## src/rtl/slr_regs.vh

```
/*
 * Register map, field positions, reset values and timing counts of the
 * serial lane high-speed receive port.
 * Assumes a 20 MHz system clock and a 32-bit APB register bus.
 */
`ifndef SLR_REGS_VH
`define SLR_REGS_VH

////////////////////////////////////////////////////////////////////////////
// Register byte offsets
`define SLR_ADDR_CTRL       8'h00
`define SLR_ADDR_STATUS     8'h04
`define SLR_ADDR_INT_STAT   8'h08
`define SLR_ADDR_INT_EN     8'h0C
`define SLR_ADDR_INT_CLR    8'h10
`define SLR_ADDR_BYTE_CNT   8'h14

////////////////////////////////////////////////////////////////////////////
// Control fields
`define SLR_CTRL_ENABLE     0
`define SLR_CTRL_HIGH_RATE  1
`define SLR_CTRL_RESET      2'h0

// Live status fields
`define SLR_ST_CLK_PRESENT  0
`define SLR_ST_ULPS         1
`define SLR_ST_ACTIVE       2
`define SLR_ST_SKEW         3

// Interrupt event fields
`define SLR_EV_BURST_START  0
`define SLR_EV_BURST_END    1
`define SLR_EV_ULPS_ENTRY   2
`define SLR_EV_SKEW_SEEN    3
`define SLR_EV_CLK_LOST     4
`define SLR_EV_WIDTH        5
`define SLR_INT_EN_RESET    5'h00

////////////////////////////////////////////////////////////////////////////
// Line patterns and lane states
`define SLR_SYNC_BYTE       8'hB8
`define SLR_SKEW_BYTE       8'hFF
`define SLR_LP_STOP         2'h3
`define SLR_LP_ZERO         2'h0
`define SLR_LP_ULPS_REQ     2'h2

////////////////////////////////////////////////////////////////////////////
// Timing
`define SLR_CLK_PERIOD_NS   50
`define SLR_CLK_TIMEOUT_NS  2000
`define SLR_CLK_TIMEOUT_CYC (`SLR_CLK_TIMEOUT_NS / `SLR_CLK_PERIOD_NS)
`define SLR_CLK_IDLE_LAST   8'h27

`endif

```

## src/rtl/slr_pin_sync.v

```verilog
/*
 * Three-stage pin synchroniser with agreement filter.
 * Assumes the input is asynchronous to clk; output changes only when
 * the second and third stages agree.
 */
`timescale 1ns/1ns
`default_nettype none

module slr_pin_sync
(
    input  wire clk,
    input  wire rst,
    input  wire pinIn,
    output reg  pinOut
);

    reg stage1;
    reg stage2;
    reg stage3;

    always @(posedge clk)
    begin
        if (rst)
        begin
            stage1 <= 1'b0;
            stage2 <= 1'b0;
            stage3 <= 1'b0;
            pinOut <= 1'b0;
        end
        else
        begin
            stage1 <= pinIn;
            stage2 <= stage1;
            stage3 <= stage2;
            if (stage2 == stage3)
            begin
                pinOut <= stage3;
            end
        end
    end

endmodule

`default_nettype wire

```

## src/rtl/slr_lane_rx.v

```verilog
/*
 * High-speed receive protocol port of one serial lane: clock-lane status,
 * byte clock, byte stream, burst flags, APB registers and interrupt.
 * Assumes lane pins are sampled well above the lane bit rate and that
 * the protocol side samples outputs on rising edges of rxByteClk.
 */
`timescale 1ns/1ns
`default_nettype none
`include "slr_regs.vh"

module slr_lane_rx
(
    input  wire        clk,
    input  wire        rst,
    input  wire        psel,
    input  wire        penable,
    input  wire        pwrite,
    input  wire [7:0]  paddr,
    input  wire [31:0] pwdata,
    output reg  [31:0] prdata,
    output reg         pready,
    output reg         pslverr,
    input  wire        laneClkPin,
    input  wire        laneBitPin,
    input  wire [1:0]  clkLaneLpPin,
    input  wire [1:0]  dataLaneLpPin,
    output reg         clock_lane_clock_present,
    output reg         clock_lane_ultra_low_power_n,
    output reg         rxByteClk,
    output reg  [7:0]  rxData,
    output reg         rxValid,
    output reg         rxActive,
    output reg         rxSyncSeen,
    output reg         rxSkewCal,
    output reg         irq
);

    localparam [4:0] ST_IDLE  = 5'h01;
    localparam [4:0] ST_HUNT  = 5'h02;
    localparam [4:0] ST_DATA  = 5'h04;
    localparam [4:0] ST_SKEW  = 5'h08;
    localparam [4:0] ST_FLUSH = 5'h10;

    wire       lineClk;
    wire       lineBit;
    wire [1:0] clkLp;
    wire [1:0] dataLp;

    ////////////////////////////////////////////////////////////////////////
    // Pin synchronisers
    slr_pin_sync syncClk
    (
        .clk    (clk),
        .rst    (rst),
        .pinIn  (laneClkPin),
        .pinOut (lineClk)
    );

    slr_pin_sync syncBit
    (
        .clk    (clk),
        .rst    (rst),
        .pinIn  (laneBitPin),
        .pinOut (lineBit)
    );

    slr_pin_sync syncClkLp0
    (
        .clk    (clk),
        .rst    (rst),
        .pinIn  (clkLaneLpPin[0]),
        .pinOut (clkLp[0])
    );

    slr_pin_sync syncClkLp1
    (
        .clk    (clk),
        .rst    (rst),
        .pinIn  (clkLaneLpPin[1]),
        .pinOut (clkLp[1])
    );

    slr_pin_sync syncDataLp0
    (
        .clk    (clk),
        .rst    (rst),
        .pinIn  (dataLaneLpPin[0]),
        .pinOut (dataLp[0])
    );

    slr_pin_sync syncDataLp1
    (
        .clk    (clk),
        .rst    (rst),
        .pinIn  (dataLaneLpPin[1]),
        .pinOut (dataLp[1])
    );

    ////////////////////////////////////////////////////////////////////////
    // Registers and state
    reg  [1:0]               ctrl;
    reg  [`SLR_EV_WIDTH-1:0] intStat;
    reg  [`SLR_EV_WIDTH-1:0] intEn;
    reg  [15:0]              byteCnt;
    reg  [15:0]              burstCnt;
    reg                      lineClkLast;
    reg  [7:0]               idleCnt;
    reg                      ulpsArmed;
    reg  [4:0]               state;
    reg  [2:0]               bitCnt;
    reg  [7:0]               shiftReg;
    reg  [7:0]               heldByte;
    reg                      heldValid;
    reg                      startPending;
    reg  [1:0]               flushCnt;

    wire       bitStb    = lineClk != lineClkLast;
    wire [7:0] nextShift = {lineBit, shiftReg[7:1]};
    wire       enable    = ctrl[`SLR_CTRL_ENABLE];
    wire       highRate  = ctrl[`SLR_CTRL_HIGH_RATE];
    wire       laneStop  = dataLp == `SLR_LP_STOP;
    wire       apbSetup  = psel & ~penable;
    wire       apbWrite  = psel & penable & pready & pwrite;

    reg  [`SLR_EV_WIDTH-1:0] evNow;
    reg  [31:0]              next_prdata;
    reg                      next_pslverr;

    ////////////////////////////////////////////////////////////////////////
    // Clock-lane status
    always @(posedge clk)
    begin
        if (rst)
        begin
            lineClkLast                  <= 1'b0;
            idleCnt                      <= 8'h00;
            clock_lane_clock_present     <= 1'b0;
            clock_lane_ultra_low_power_n <= 1'b1;
            ulpsArmed                    <= 1'b0;
        end
        else
        begin
            lineClkLast <= lineClk;
            if (bitStb)
            begin
                idleCnt                  <= 8'h00;
                clock_lane_clock_present <= 1'b1;
            end
            else if (idleCnt == `SLR_CLK_IDLE_LAST)
            begin
                clock_lane_clock_present <= 1'b0;
            end
            else
            begin
                idleCnt <= idleCnt + 8'h01;
            end
            if (clkLp == `SLR_LP_ULPS_REQ)
            begin
                ulpsArmed <= 1'b1;
            end
            else if (clkLp != `SLR_LP_ZERO)
            begin
                ulpsArmed <= 1'b0;
            end
            if (ulpsArmed && clkLp == `SLR_LP_ZERO)
            begin
                clock_lane_ultra_low_power_n <= 1'b0;
            end
            else if (clkLp == `SLR_LP_STOP)
            begin
                clock_lane_ultra_low_power_n <= 1'b1;
            end
        end
    end

    ////////////////////////////////////////////////////////////////////////
    // Data-lane receiver
    always @(posedge clk)
    begin
        if (rst)
        begin
            state        <= ST_IDLE;
            bitCnt       <= 3'h0;
            shiftReg     <= 8'h00;
            heldByte     <= 8'h00;
            heldValid    <= 1'b0;
            startPending <= 1'b0;
            flushCnt     <= 2'h0;
            rxByteClk    <= 1'b0;
            rxData       <= 8'h00;
            rxValid      <= 1'b0;
            rxActive     <= 1'b0;
            rxSyncSeen   <= 1'b0;
            rxSkewCal    <= 1'b0;
            burstCnt     <= 16'h0000;
        end
        else
        begin
            case (state)
                ST_IDLE:
                begin
                    shiftReg <= 8'h00;
                    if (enable && dataLp == `SLR_LP_ZERO)
                    begin
                        state <= ST_HUNT;
                    end
                end
                ST_HUNT:
                begin
                    if (laneStop)
                    begin
                        state <= ST_IDLE;
                    end
                    else if (bitStb)
                    begin
                        shiftReg <= nextShift;
                        if (nextShift == `SLR_SYNC_BYTE)
                        begin
                            state        <= ST_DATA;
                            bitCnt       <= 3'h0;
                            startPending <= 1'b1;
                            burstCnt     <= 16'h0000;
                            rxByteClk    <= 1'b1;
                        end
                        else if (highRate &&
                                 nextShift == `SLR_SKEW_BYTE)
                        begin
                            state     <= ST_SKEW;
                            bitCnt    <= 3'h0;
                            rxByteClk <= 1'b1;
                            rxSkewCal <= 1'b1;
                        end
                    end
                end
                ST_DATA:
                begin
                    if (laneStop)
                    begin
                        state    <= ST_FLUSH;
                        flushCnt <= 2'h0;
                    end
                    else if (bitStb)
                    begin
                        shiftReg  <= nextShift;
                        bitCnt    <= bitCnt + 3'h1;
                        // byte clock only while bits arrive
                        rxByteClk <= bitCnt == 3'h7 || bitCnt < 3'h3;
                        // earliest bit lands in bit 0
                        if (bitCnt == 3'h7)
                        begin
                            heldByte  <= nextShift;
                            heldValid <= 1'b1;
                        end
                        // outputs change at the falling edge
                        if (bitCnt == 3'h3)
                        begin
                            rxActive     <= 1'b1;
                            rxSyncSeen   <= startPending;
                            startPending <= 1'b0;
                            // no ready, bytes at line pace
                            rxValid      <= heldValid;
                            rxData       <= heldByte;
                            heldValid    <= 1'b0;
                            if (heldValid)
                            begin
                                burstCnt <= burstCnt + 16'h0001;
                            end
                        end
                    end
                end
                ST_SKEW:
                begin
                    if (laneStop)
                    begin
                        state     <= ST_IDLE;
                        rxByteClk <= 1'b0;
                        rxSkewCal <= 1'b0;
                    end
                    else if (bitStb)
                    begin
                        bitCnt    <= bitCnt + 3'h1;
                        rxByteClk <= bitCnt == 3'h7 || bitCnt < 3'h3;
                    end
                end
                ST_FLUSH:
                begin
                    // Last byte gets one more byte-clock cycle
                    flushCnt <= flushCnt + 2'h1;
                    case (flushCnt)
                        2'h0:
                        begin
                            rxByteClk  <= 1'b0;
                            rxSyncSeen <= 1'b0;
                            rxValid    <= heldValid;
                            rxData     <= heldByte;
                            if (heldValid)
                            begin
                                burstCnt <= burstCnt + 16'h0001;
                            end
                            heldValid <= 1'b0;
                        end
                        2'h1:
                        begin
                            rxByteClk <= 1'b1;
                        end
                        default:
                        begin
                            // drop valid and active at burst end
                            rxByteClk <= 1'b0;
                            rxValid   <= 1'b0;
                            rxActive  <= 1'b0;
                            state     <= ST_IDLE;
                        end
                    endcase
                end
                default:
                begin
                    state <= ST_IDLE;
                end
            endcase
        end
    end

    ////////////////////////////////////////////////////////////////////////
    // Events
    always @*
    begin
        evNow = {`SLR_EV_WIDTH{1'b0}};
        evNow[`SLR_EV_BURST_START] = state == ST_HUNT && bitStb &&
                                     !laneStop &&
                                     nextShift == `SLR_SYNC_BYTE;
        evNow[`SLR_EV_BURST_END]   = state == ST_FLUSH &&
                                     flushCnt == 2'h2;
        evNow[`SLR_EV_ULPS_ENTRY]  = ulpsArmed && clkLp == `SLR_LP_ZERO &&
                                     clock_lane_ultra_low_power_n;
        evNow[`SLR_EV_SKEW_SEEN]   = state == ST_SKEW && laneStop;
        evNow[`SLR_EV_CLK_LOST]    = clock_lane_clock_present && !bitStb &&
                                     idleCnt == `SLR_CLK_IDLE_LAST;
    end

    ////////////////////////////////////////////////////////////////////////
    // APB read mux
    always @*
    begin
        next_prdata  = 32'h00000000;
        next_pslverr = 1'b0;
        case (paddr)
            `SLR_ADDR_CTRL:
            begin
                next_prdata[1:0] = ctrl;
            end
            `SLR_ADDR_STATUS:
            begin
                next_prdata[`SLR_ST_CLK_PRESENT] = clock_lane_clock_present;
                next_prdata[`SLR_ST_ULPS]   = !clock_lane_ultra_low_power_n;
                next_prdata[`SLR_ST_ACTIVE] = rxActive;
                next_prdata[`SLR_ST_SKEW]   = rxSkewCal;
            end
            `SLR_ADDR_INT_STAT:
            begin
                next_prdata[`SLR_EV_WIDTH-1:0] = intStat;
            end
            `SLR_ADDR_INT_EN:
            begin
                next_prdata[`SLR_EV_WIDTH-1:0] = intEn;
            end
            `SLR_ADDR_INT_CLR:
            begin
                next_prdata = 32'h00000000;
            end
            `SLR_ADDR_BYTE_CNT:
            begin
                next_prdata[15:0] = byteCnt;
            end
            default:
            begin
                next_pslverr = 1'b1;
            end
        endcase
    end

    ////////////////////////////////////////////////////////////////////////
    // APB slave, interrupt
    always @(posedge clk)
    begin
        if (rst)
        begin
            ctrl    <= `SLR_CTRL_RESET;
            intEn   <= `SLR_INT_EN_RESET;
            intStat <= {`SLR_EV_WIDTH{1'b0}};
            byteCnt <= 16'h0000;
            prdata  <= 32'h00000000;
            pready  <= 1'b0;
            pslverr <= 1'b0;
            irq     <= 1'b0;
        end
        else
        begin
            pready  <= apbSetup;
            pslverr <= apbSetup & next_pslverr;
            if (apbSetup && !pwrite)
            begin
                prdata <= next_prdata;
            end
            if (apbWrite && paddr == `SLR_ADDR_CTRL)
            begin
                ctrl <= pwdata[1:0];
            end
            if (apbWrite && paddr == `SLR_ADDR_INT_EN)
            begin
                intEn <= pwdata[`SLR_EV_WIDTH-1:0];
            end
            // New events win over a simultaneous clear
            if (apbWrite && paddr == `SLR_ADDR_INT_CLR)
            begin
                intStat <= (intStat & ~pwdata[`SLR_EV_WIDTH-1:0]) | evNow;
            end
            else
            begin
                intStat <= intStat | evNow;
            end
            if (evNow[`SLR_EV_BURST_END])
            begin
                byteCnt <= burstCnt;
            end
            irq <= |(intStat & intEn);
        end
    end

endmodule

`default_nettype wire

```

## config.mk

```make
export PLATFORM = sky130hd
export DESIGN_NAME = slr_lane_rx
export DESIGN_NICKNAME = d
export VERILOG_FILES = /design/src/rtl/slr_pin_sync.v /design/src/rtl/slr_lane_rx.v
export VERILOG_INCLUDE_DIRS = /design/src /design/src/rtl
export SDC_FILE = /design/constraint.sdc
export NUM_CORES = 1
export LEC_CHECK = 0
export BUFFER_PORTS_ARGS = -buffer_cell sky130_fd_sc_hd__buf_2
export CORE_AREA = 8 8 114 116
export CTS_CLUSTER_DIAMETER = 80
export DETAILED_ROUTE_END_ITERATION = 10
export DIE_AREA = 0 0 122 124
export HOLD_SLACK_MARGIN = 0.06
export PLACE_DENSITY_LB_ADDON = 0.08
export SETUP_SLACK_MARGIN = 0.1
export SLEW_MARGIN = 25
export SYNTH_ARGS = -nofsm -noshare
export SYNTH_HDL_FRONTEND = slang
export SYNTH_HIERARCHICAL = 1
export SYNTH_SLANG_ARGS = --single-unit
```

## constraint.sdc

```tcl
create_clock -name clk -period 2.33 [get_ports clk]
set_input_delay 0.3495 -clock clk [delete_from_list [all_inputs] [get_ports clk]]
set_output_delay 0.3495 -clock clk [all_outputs]
set_load 0.01 [all_outputs]
```

# [Word-level counts from Yosys, hierarchy flattened]
# Cells that the tools add are included.
[totals] reg_bits=140 inputBits=51 elab_cells=259
[classes] addsub=4 n_lt_le_gt_ge=1 eq_ne=49 mux=88 bitwise=12 n_reduce_logical=54
[ops] operator="16-bit 2-to-1 mux" count=8
[ops] operator="8-bit 2-to-1 mux" count=6
[ops] operator="16-bit one-hot mux with 3 select lines" count=1
[ops] operator="5-bit 2-to-1 mux" count=9
[ops] operator="1-bit 2-to-1 mux" count=40
[ops] operator="8-bit one-hot mux with 2 select lines" count=2
[ops] operator="2-bit != test (second input constant)" count=14
[ops] operator="5-bit one-hot mux with 5 select lines" count=1
[ops] operator="5-bit AND reduction" count=5
[ops] operator="3-bit 2-to-1 mux" count=6
[ops] operator="6-bit AND reduction" count=3
[ops] operator="2-bit nonzero test" count=9
[ops] operator="16-bit by 1-bit adder with 16-bit output (second input constant)" count=1
[ops] operator="8-bit by 4-bit equality test with 1-bit output (second input constant)" count=2
[ops] operator="8-bit by 5-bit equality test with 1-bit output (second input constant)" count=2
[ops] operator="8-bit equality test (second input constant)" count=2
[ops] operator="1-bit logical AND" count=15
[ops] operator="1-bit one-hot mux with 2 select lines" count=7
[ops] operator="11-bit 2-to-1 mux" count=1
[ops] operator="5-bit bitwise AND" count=2
[ops] operator="5-bit bitwise OR" count=2
[ops] operator="2-bit one-hot mux with 5 select lines" count=1
[ops] operator="8-bit by 1-bit adder with 8-bit output (second input constant)" count=1
[ops] operator="2-bit equality test (second input constant)" count=4
[ops] operator="42 further kinds" count=64

# [Logic depth before layout (Yosys ltp)]
# Gate-level depths: netlist (run 1).
[logic_depth] ltp_word=7 depth_mapped=9 depth_no_buf=7

# [Modules after synthesis]
# Netlist (run 1), hierarchy kept.
[by_module_without_submodules] mod="slr_lane_rx" n_inst=1 cells_each=627 area_per_inst_um2=5307.6
[by_module_without_submodules] mod="slr_pin_sync" n_inst=6 cells_each=10 area_per_inst_um2=112.6

# [Least setup slack after synthesis (run 1)]
# OpenSTA, ideal clock, no wires.
[synth_path] kind="input to register" from="in paddr[0]" to="reg intEn[4]" arrival_ps=1789 required_time_ps=2202 path_slack_ps=414 path_stages=6 cell_sequence="or4_1 nor3_2 and3_1 buf_2 mux2i_1 nor2_1"
[synth_via] elab_chain_cells=2
[synth_lines] item="start: declaration" line_no="slr_lane_rx.v:18" text="input wire [7:0] paddr,"
[synth_lines] item="8-bit by 4-bit equality test with 1-bit output"
[synth_lines] item="1-bit logical AND (no line)"
[synth_lines] item="end signal: assignment" line_no="slr_lane_rx.v:389" text="intEn <= `SLR_INT_EN_RESET;"
[synth_lines] item="end signal: assignment" line_no="slr_lane_rx.v:411" text="intEn <= pwdata[`SLR_EV_WIDTH-1:0];"
[synth_lines] item="end: declaration" line_no="slr_lane_rx.v:103" text="reg [`SLR_EV_WIDTH-1:0] intEn;"
# No other way between the ends.
# A chain may end at the register's enable or synchronous reset.

# [Worst setup path in the final report (run 1)]
[layout_path] from="reg shiftReg[2]" to="reg burstCnt[9]"
[layout_via] elab_chain_cells=3
[layout_lines] item="start: declaration" line_no="slr_lane_rx.v:111" text="reg [7:0] shiftReg;"
[layout_lines] item="start signal: assignment" line_no="slr_lane_rx.v:216" text="shiftReg <= nextShift;"
[layout_lines] item="start signal: assignment" line_no="slr_lane_rx.v:244" text="shiftReg <= nextShift;"
[layout_lines] item="8-bit equality test (no line)"
[layout_lines] item="2-bit by 1-bit != test with 1-bit output (no line)"
[layout_lines] item="8-bit AND reduction (no line)"
[layout_lines] item="end signal: assignment" line_no="slr_lane_rx.v:266" text="burstCnt <= burstCnt + 16'h0001;"
[layout_lines] item="end signal: assignment" line_no="slr_lane_rx.v:298" text="burstCnt <= burstCnt + 16'h0001;"
[layout_lines] item="end: declaration" line_no="slr_lane_rx.v:105" text="reg [15:0] burstCnt;"
# No other way between the ends.

==> flow_summary.ini, run 1 <==
[placed_design]
io_buffers = 57
dp_hpwl_mm = 9.90
gp_congestion = 0.902

[clocking]
cts.sinks = 139
numCtsBuffers = 17
cts.reportedPaths.clkPinSlew_ns = 0.06
htree_levels = 4
cts_tree = done
postCtsHoldBufs = 0
cts_max_path_buffers = 2
cts-root-buf = clkbuf_16
insertion_delay_ns = 0.42
postCtsSetupBuffers = 0
ctsResizeCount = 0

[global_routing]
antenna_found_initial = 0
grt_pass1_wl_mm = 23.2
track_usage_pct = 19.1
grt_pass1_vias = 4885
grt_max_degree = 56
overflow = 0

[outcome]
status = complete, no violations

[critical_path]
r2r_start = shiftReg[2]
crit_type = reg -> reg
r2r-end = burstCnt[9]
path_max_fanout = 5
cp.arrival_ns = 2.49
end_kind = register
r2r_cells = 6
startpoint_type = register
critPathLaunch = shiftReg[2]
cp.required_ns = 2.68
r2r_slack_ns = 0.19
crit_end = burstCnt[9]

[synth]
syn_inst = 687
ys_seq_area_share_pct = 46.5
synth_top_family_by_area = simple AND/OR/NAND/NOR gates
yosys_warnings = 6
synth_xor_area_share_pct = 1.44
synth_edf_count = 0
synth-compound-area-share_pct = 15.0
synthAdderAreaFrac_pct = 1.88
muxShareOfSynthArea_pct = 5.46
ys_ff_latch = 139
synth-main-ff-cell = dfxtp_1
ys_async_sr_fraction_pct = 0
synth-simple-area-share_pct = 24.0
syn_area_mm2 = 0.00598
ys_types = 64
syn_area_per_cell_um2 = 8.71

[floorplanning]
die_w_um = 122
io_pins = 101
rows = 39
start_util_pct = 53.5
dieHeight_um = 124
fp.coreArea_mm2 = 0.0112
die-area_mm2 = 0.0151

[timing]
worst_slew_pin_slew_ns = 0.624
finalSetupViolations = 0
period_needed_ns = 2.14
setup-tns-final_ns = 0
hold_viol = 0
slew_viol_final = 0
finalCritPeriodShare_pct = 91.9
fmaxAchievable_ghz = 0.467
clock_skew_ns = 0.00739
rsz0062_at_grt = true
max_slew_margin_pct = 58.4

[route]
drc = 0
drt-initial-drc-count = 332
wl_mm = 13.9
num_vias = 5018
antenna_left = 0
vias_per_cell = 5.56
routedWlPerCell_um = 15.4
drtPass1Iterations = 4

[power]
leakage_uw = 0.00277
peakVddDrop_mv = 0.607
pwr-share-clk_pct = 53.2
comb_power_share_pct = 3.5
design_power_total_uw = 5580
p_int_uw = 4410
switchingPower_uw = 1170
p_seq_share_pct = 43.4
p_per_area_mw_per_mm2 = 791
p_sw_share_pct = 21.0

[worst_hold_path]
holdPathStages = 2
hp-class = in -> reg

[cells_and_area]
antenna_cells = 0
drive_gt1_share_pct = 16.4
final_nets = 807
area_delta_synth_final_pct = 17.9
postLayoutCoreUtil_pct = 63.1

[run]
drv_cap = 0
cells in the mapped netlist, types with 3 or more instances:
cell type / instances / area share (%)
ha_1: 9 / 1.9
mux2i_1: 27 / 4.5
o31ai_1: 11 / 1.4
or3_1: 7 / 0.73
nor3_1: 12 / 1.0
and3_1: 5 / 0.52
dfxtp_1: 139 / 47
o22ai_1: 4 / 0.42
xor2_1: 3 / 0.44
nand2_1: 68 / 4.3
inv_1: 15 / 0.94
xnor2_1: 5 / 0.73
buf_4: 17 / 2.1
a221oi_1: 3 / 0.44
nand3_1: 60 / 5.0
nor4_1: 6 / 0.63
o21ai_1: 7 / 0.59
o31a_1: 3 / 0.44
and2_1: 6 / 0.63
or4_1: 10 / 1.3
clkbuf_1: 27 / 1.7
nand4_1: 4 / 0.42
a211oi_1: 4 / 0.50
nor2b_1: 21 / 2.2
nor2_1: 56 / 3.5
a21oi_1: 78 / 6.5
nand2b_1: 9 / 0.94
a22oi_1: 4 / 0.50
buf_2: 5 / 0.42
o21ai_0: 14 / 1.2
or4b_1: 4 / 0.67
a32oi_1: 3 / 0.44
o41ai_1: 4 / 0.59
flip-flops by register name (all words and copies together), names as in the netlist, 2 cells and up:
register  cells
burstCnt     16
byteCnt      16
prdata       16
heldByte      8
idleCnt       8
rxData        8
shiftReg      7
intEn         5
intStat       5
state         5
bitCnt        3
ctrl          2
flushCnt      2
worst max-delay path, cell delays in order, from the launching register on:
cell	delay, ns
dfxtp_1	0.34
nor4_1	0.42
nand4_1	0.24
a211oi_1	0.31
buf_4	0.17
or4b_1	0.44
a21oi_1	0.15
placed cells by master, fill, tap and decap left out, drive strengths merged, types with 6 or more instances in the layout:
cell type  Yosys  final
dfxtp        139    139
o31ai         11     11
nor3          13     13
inv           15     17
buf           25     78
nand2b         9      9
or4           10     10
and2           6      6
clkbuf        27     19
nand2         68     68
or3            7      7
ha             9      9
nor2          57     57
nor4           7      7
conb           1     16
nor2b         21     21
a21oi         78     78
nand3         60     60
and3           6      6
mux2i         27     27
o21ai         21     21
stage by stage:
stage / hold WS [ns] / area [µm²] / cells / setup slack [ns]
3_3_place_gp: 0.416 / 6380 / 871 / 0.196
3_5_place_dp: 0.421 / 6380 / 871 / 0.169
4_1_cts: 0.124 / 7040 / 903 / 0.156
6_report: 0.137 / 7060 / 903 / 0.188
2_1_floorplan: 0.414 / 6040 / 702 / 0.414
5_1_grt: 0.137 / 7060 / 903 / 0.0735
kinds of logic (layout without fill, tap and decap cells):
family	count (synthesis)	count (layout)
DFF	139	139
xor gates and xnor gates	9	9
adders and majority gates	9	9
and+or+nand+nor	283	283
AOI/OAI and AO/OA	149	149
other	1	16
buffers and inverters	67	125
muxes	30	30
worst min-delay path by stage:
stage / slack [ns] / from / end
finish: 0.14 / clkLaneLpPin[1] / syncClkLp1/stage1
global route: 0.14 / clkLaneLpPin[1] / syncClkLp1/stage1
CTS: 0.12 / clkLaneLpPin[1] / syncClkLp1/stage1
detailed placement: 0.42 / syncClkLp1/stage1 / syncClkLp1/stage2
global placement: 0.42 / syncClkLp1/stage1 / syncClkLp1/stage2
floorplan: 0.41 / syncBit/stage1 / syncBit/stage2
layer usage:
layer,share of wire [%],GRT usage (%),up-vias
met5,0,0,-
met4,2.1,9.25,0
met3,5.9,4.90,24
met2,47,31.7,107
met1,45,22.6,2353
li1,-,-,2534
power by group through the flow:
| stage | combinational [µW] | clock (µW) | sequential [µW] |
|---|---|---|---|
| 2_1_floorplan | 143 | 0 | 2470 |
| 3_3_place_gp | 186 | 0 | 2470 |
| 3_5_place_dp | 189 | 0 | 2470 |
| 4_1_cts | 190 | 3010 | 2420 |
| 5_1_grt | 216 | 3120 | 2420 |
| 6_report | 193 | 2960 | 2420 |
cell type report:
cell class,count,area [µm²]
Sequential cell,139,2780
Clock inverter,13,214
Inverter,15,56.3
Fill cell,977,4120
Tap cell,143,179
Timing Repair Buffer,78,445
Clock buffer,19,443
Multi-Input combinational cell,496,2940
Power figures use the tool's default switching activity.
==> inputs of run 2 (changes only) <==
--- a/config.mk
+++ b/config.mk
@@ -12,7 +12,7 @@
 export DETAILED_ROUTE_END_ITERATION = 10
 export DIE_AREA = 0 0 122 124
 export HOLD_SLACK_MARGIN = 0.06
-export PLACE_DENSITY_LB_ADDON = 0.08
+export PLACE_DENSITY = 0.84
 export SETUP_SLACK_MARGIN = 0.1
 export SLEW_MARGIN = 25
 export SYNTH_ARGS = -nofsm -noshare
==> flow_summary.ini, run 2 (synthesis results as in run 1) <==
[power]
p_int_uw = 4390
pwr-share-clk_pct = 53.6
peakVddDrop_mv = 0.569
p_seq_share_pct = 42.9
switchingPower_uw = 1250
comb_power_share_pct = 3.4
p_sw_share_pct = 22.1
leakage_uw = 0.00275
design_power_total_uw = 5640
p_per_area_mw_per_mm2 = 799

[floorplanning]
io_pins = 101
dieHeight_um = 124
rows = 39
die_w_um = 122
die-area_mm2 = 0.0151
start_util_pct = 53.5
fp.coreArea_mm2 = 0.0112

[critical_path]
cp.depth = 6
startpoint_type = register
crit_path_cell_trace = ha_1 > ha_2 > a311oi_2 > a21o_4 > or4_1 > a21oi_1
path_buf_inv = 0
r2r_cells = 6
crit_type = reg -> reg
crit_family = compound AO/OA/AOI/OAI gates
end_kind = register
path_max_fanout = 27
critical_path.max_stage_delay_ns = 0.52
cp.arrival_ns = 2.47
cp.required_ns = 2.68
slowest_stage = or4_1

[cells_and_area]
mostFrequentLayoutCells = dfxtp_1 (138), a21oi_1 (78), nand2_1 (67), nand3_1 (60)
area_delta_synth_final_pct = 17.9
final_common_cell = dfxtp_1
nFillCells = 891
postLayoutCoreUtil_pct = 63.2
largest_registers = burstCnt: 16 flops, byteCnt: 16 flops, prdata: 16 flops
drive_gt1_share_pct = 16.4
multiInputGateArea_mm2 = 0.00295
antenna_cells = 0
seqCellArea_mm2 = 0.00278
final_cells = 898
final_nets = 802

[timing]
rsz0062_at_grt = true
max_slew_margin_pct = 58.8
fmaxAchievable_ghz = 0.471
finalSetupViolations = 0
worst_slew_pin_slew_ns = 0.618
period_needed_ns = 2.12
hold_viol = 0
clock_skew_ns = 0.00525
setup-tns-final_ns = 0
slew_viol_final = 0
finalCritPeriodShare_pct = 91.2

[placed_design]
io_buffers = 57
gp_congestion = 0.901
dp_hpwl_mm = 10.1
placedCellCount = 866

[route]
wl_mm = 14.9
drt-initial-drc-count = 460
vias_per_cell = 5.86
num_vias = 5264
drc = 0
antenna_left = 0
drtPass1Iterations = 6
routedWlPerCell_um = 16.6

[clocking]
cts.reportedPaths.clkPinSlew_ns = 0.06
postCtsSetupBuffers = 0
cts_max_path_buffers = 2
cts-root-buf = clkbuf_16
cts.sinks = 139
htree_levels = 4
cts_tree = done
insertion_delay_ns = 0.43
numCtsBuffers = 17

[worst_hold_path]
hp-class = in -> reg
holdPathStages = 2

[global_routing]
overflow = 0
track_usage_pct = 20.2
grt_pass1_wl_mm = 24.8
grt_max_degree = 60
antenna_found_initial = 0
grt_pass1_vias = 5247

[run]
drv_cap = 0

[outcome]
status = complete, no violations
-- run 2: cell types whose count changed in the layout (fill, tap and decap cells not counted), sizes merged --
cell / change
buf: -5
inv: +1
clkbuf: -2
clkinvlp: +1
-- run 2: routing by layer --
metal | vias to the layer above | wire, µm | track usage (%)
met3 | 52 | 1100 | 5.71
li1 | 2537 | - | -
met2 | 218 | 7410 | 35.0
met5 | - | 0 | 0
met4 | 0 | 432 | 9.10
met1 | 2457 | 5930 | 22.8
-- run 2: final cells by class --
type                            count  share of cell area [%]
Multi-Input combinational cell    496                    41.8
Sequential cell                   139                    39.5
Clock buffer                       17                    6.03
Timing Repair Buffer               73                    5.96
Clock inverter                     15                    3.39
Tap cell                          143                    2.54
Inverter                           15                   0.798
-- run 2: metrics by stage --
stage	instance area, µm²	worst slack [ns]	hold WS [ns]
2_1_floorplan	6040	0.414	0.414
3_3_place_gp	6360	0.183	0.421
3_5_place_dp	6360	0.0176	0.427
4_1_cts	7030	0.113	0.140
5_1_grt	7060	0.0783	0.129
6_report	7060	0.205	0.136
-- run 2: final timing paths --
path / start / end / slack, ns
max: bitCnt[1] / burstCnt[6] / 0.21
max reg2reg: bitCnt[1] / burstCnt[6] / 0.21
min: laneBitPin / syncBit/stage1 / 0.14
min reg2reg: syncClkLp1/stage1 / syncClkLp1/stage2 / 0.44
-- run 2: power groups by stage --
stage	Clock [µW]	Sequential [µW]	Combinational (µW)
detailed placement	0	2470	188
finish	3020	2420	194
global placement	0	2470	181
global route	3150	2420	215
CTS	3040	2420	191
floorplan	0	2470	143
-- run 2: what timing repair did --
item | in CTS | in global routing
hold buffers | 0 | 0
pin swaps | 0 | 2
hold endpoints to repair | 0 | 0
gates resized for setup | 1 | 7
endpoints found under the setup margin | 12 | 32
==> inputs of run 3 (changes only) <==
--- a/config.mk
+++ b/config.mk
@@ -13,6 +13,7 @@
 export DIE_AREA = 0 0 122 124
 export HOLD_SLACK_MARGIN = 0.06
 export PLACE_DENSITY = 0.84
+export REMOVE_ABC_BUFFERS = 1
 export SETUP_SLACK_MARGIN = 0.1
 export SLEW_MARGIN = 25
 export SYNTH_ARGS = -nofsm -noshare
==> constraint.sdc (replaced) <==
create_clock -name clk -period 2.33 [get_ports clk]
set_input_delay 0.3495 -clock clk [delete_from_list [all_inputs] [get_ports clk]]
set_output_delay 0.3495 -clock clk [all_outputs]
set_load 0.005 [all_outputs]
==> flow_summary.ini, run 3 (synthesis results as in run 1) <==
[cells_and_area]
mostFrequentLayoutCells = dfxtp_1 (138), a21oi_1 (78), nand2_1 (66), nand3_1 (60), buf_2 (56)
final_common_cell = dfxtp_1
fin_area_mm2 = 0.00700
area_delta_synth_final_pct = 17.0
final_nets = 802
drive_gt1_share_pct = 16.1
largest_registers = burstCnt: 16 flops, byteCnt: 16 flops, prdata: 16 flops
antenna_cells = 0
final_cells = 896

[floorplanning]
dieHeight_um = 124
die_w_um = 122
io_pins = 101
fp.coreArea_mm2 = 0.0112
start_util_pct = 53.5
die-area_mm2 = 0.0151
rows = 39

[placed_design]
place_area_mm2 = 0.00635
io_buffers = 57
dp_hpwl_mm = 9.79
gp_congestion = 0.855
placedCellCount = 866

[timing]
clock_skew_ns = 0.00463
finalSetupViolations = 0
slew_viol_final = 0
period_needed_ns = 2.05
max_slew_margin_pct = 58.2
setup-tns-final_ns = 0
worst_slew_pin_slew_ns = 0.623
finalCritPeriodShare_pct = 88.1
fmaxAchievable_ghz = 0.487
rsz0062_at_grt = false
hold_viol = 0
whs_ns = 0.134

[route]
drt-initial-drc-count = 494
antenna_left = 0
num_vias = 5125
drc = 0
vias_per_cell = 5.72
wl_mm = 13.9
drtPass1Iterations = 5
routedWlPerCell_um = 15.6

[critical_path]
r2r_start = syncClk/pinOut
r2r_slack_ns = 0.28
end_kind = register
r2r_cells = 5
startpoint_type = register
path_max_fanout = 27
cp.required_ns = 2.68
cp.arrival_ns = 2.40
r2r-end = burstCnt[4]
crit_type = reg -> reg

[global_routing]
use_met2_pct = 30.7
track_usage_pct = 19.1
antenna_found_initial = 0
grt_pass1_vias = 4877
grt_max_degree = 58
grt.busiest_layer = met2
met1_usage_pct = 22.5
overflow = 0
grt_use_met3_pct = 5.85
grt_pass1_wl_mm = 23.1

[clocking]
cts.reportedPaths.clkPinSlew_ns = 0.06
cts_tree = done
cts_max_path_buffers = 2
htree_levels = 4
numCtsBuffers = 17
cts-root-buf = clkbuf_16
cts.sinks = 139
postCtsSetupBuffers = 0
insertion_delay_ns = 0.42

[power]
p_per_area_mw_per_mm2 = 772
peakVddDrop_mv = 0.542
leakage_uw = 0.00273

[worst_hold_path]
min_to = syncClk/stage1
hp-class = in -> reg
holdPathStages = 2
hold_start = laneClkPin

[run]
drv_cap = 0

[outcome]
status = complete, no violations
run 3: cell count changes in the layout (fill, tap and decap cells not counted), moves of 2 or more:
cell,delta
clkbuf_1,+4
clkinv_4,-4
clkbuf_8,+2
inv_8,-2
run 3: how the worst max path moves through the flow:
stage / slack, ns / cells past startpoint / to / start
3_5_place_dp: 0.15 / 5 / burstCnt[11] / shiftReg[2]
6_report: 0.28 / 5 / burstCnt[4] / syncClk/pinOut
5_1_grt: 0.11 / 7 / flushCnt[0] / flushCnt[1]
2_1_floorplan: -0.09 / 5 / rxSyncSeen / state[2]
3_3_place_gp: 0.29 / 5 / burstCnt[10] / state[2]
4_1_cts: 0.13 / 5 / burstCnt[11] / shiftReg[2]
run 3: power by group:
part | switching (µW) | leakage (µW) | total (µW) | internal (µW)
clock | 968 | 0.000289 | 2800 | 1830
sequential | 17.3 | 0.00112 | 2420 | 2400
combinational | 116 | 0.00131 | 184 | 67.4
run 3: timing repair:
action / in CTS / in global routing
hold endpoints to repair: 0 / 0
endpoints found under the setup margin: 0 / 23
gates resized for setup: 0 / 10
hold buffers: 0 / 0
run 3: layer usage:
layer	wire [µm]	part of all wire, %
met5	0	0
met4	370	2.7
met3	1050	7.5
met2	6600	47
met1	5930	43
run 3: final cells by class:
class / instances / area (µm²)
fill: 923 / 4180
multi-input combinational: 496 / 2960
clock inverter: 7 / 140
tap: 143 / 179
clock buffer: 23 / 468
timing repair buffer: 73 / 408
inverter: 15 / 56.3
sequential: 139 / 2780
run 3: worst max-delay path: stages, from the launching register on:
cell and delay (ns):
dfxtp_1 0.43, xor2_2 0.27, nand4_1 0.23, a21o_4 0.35, or4_1 0.52, a21oi_1 0.16
run 3: metrics by stage:
step	setup slack, ns	utilization [%]	total power (µW)
after floorplan	-0.0882	-	2560
after global placement	0.286	56.8	2640
after detailed placement	0.149	56.8	2650
after CTS	0.129	62.2	5430
after global routing	0.106	62.6	5580
final	0.278	62.6	5400
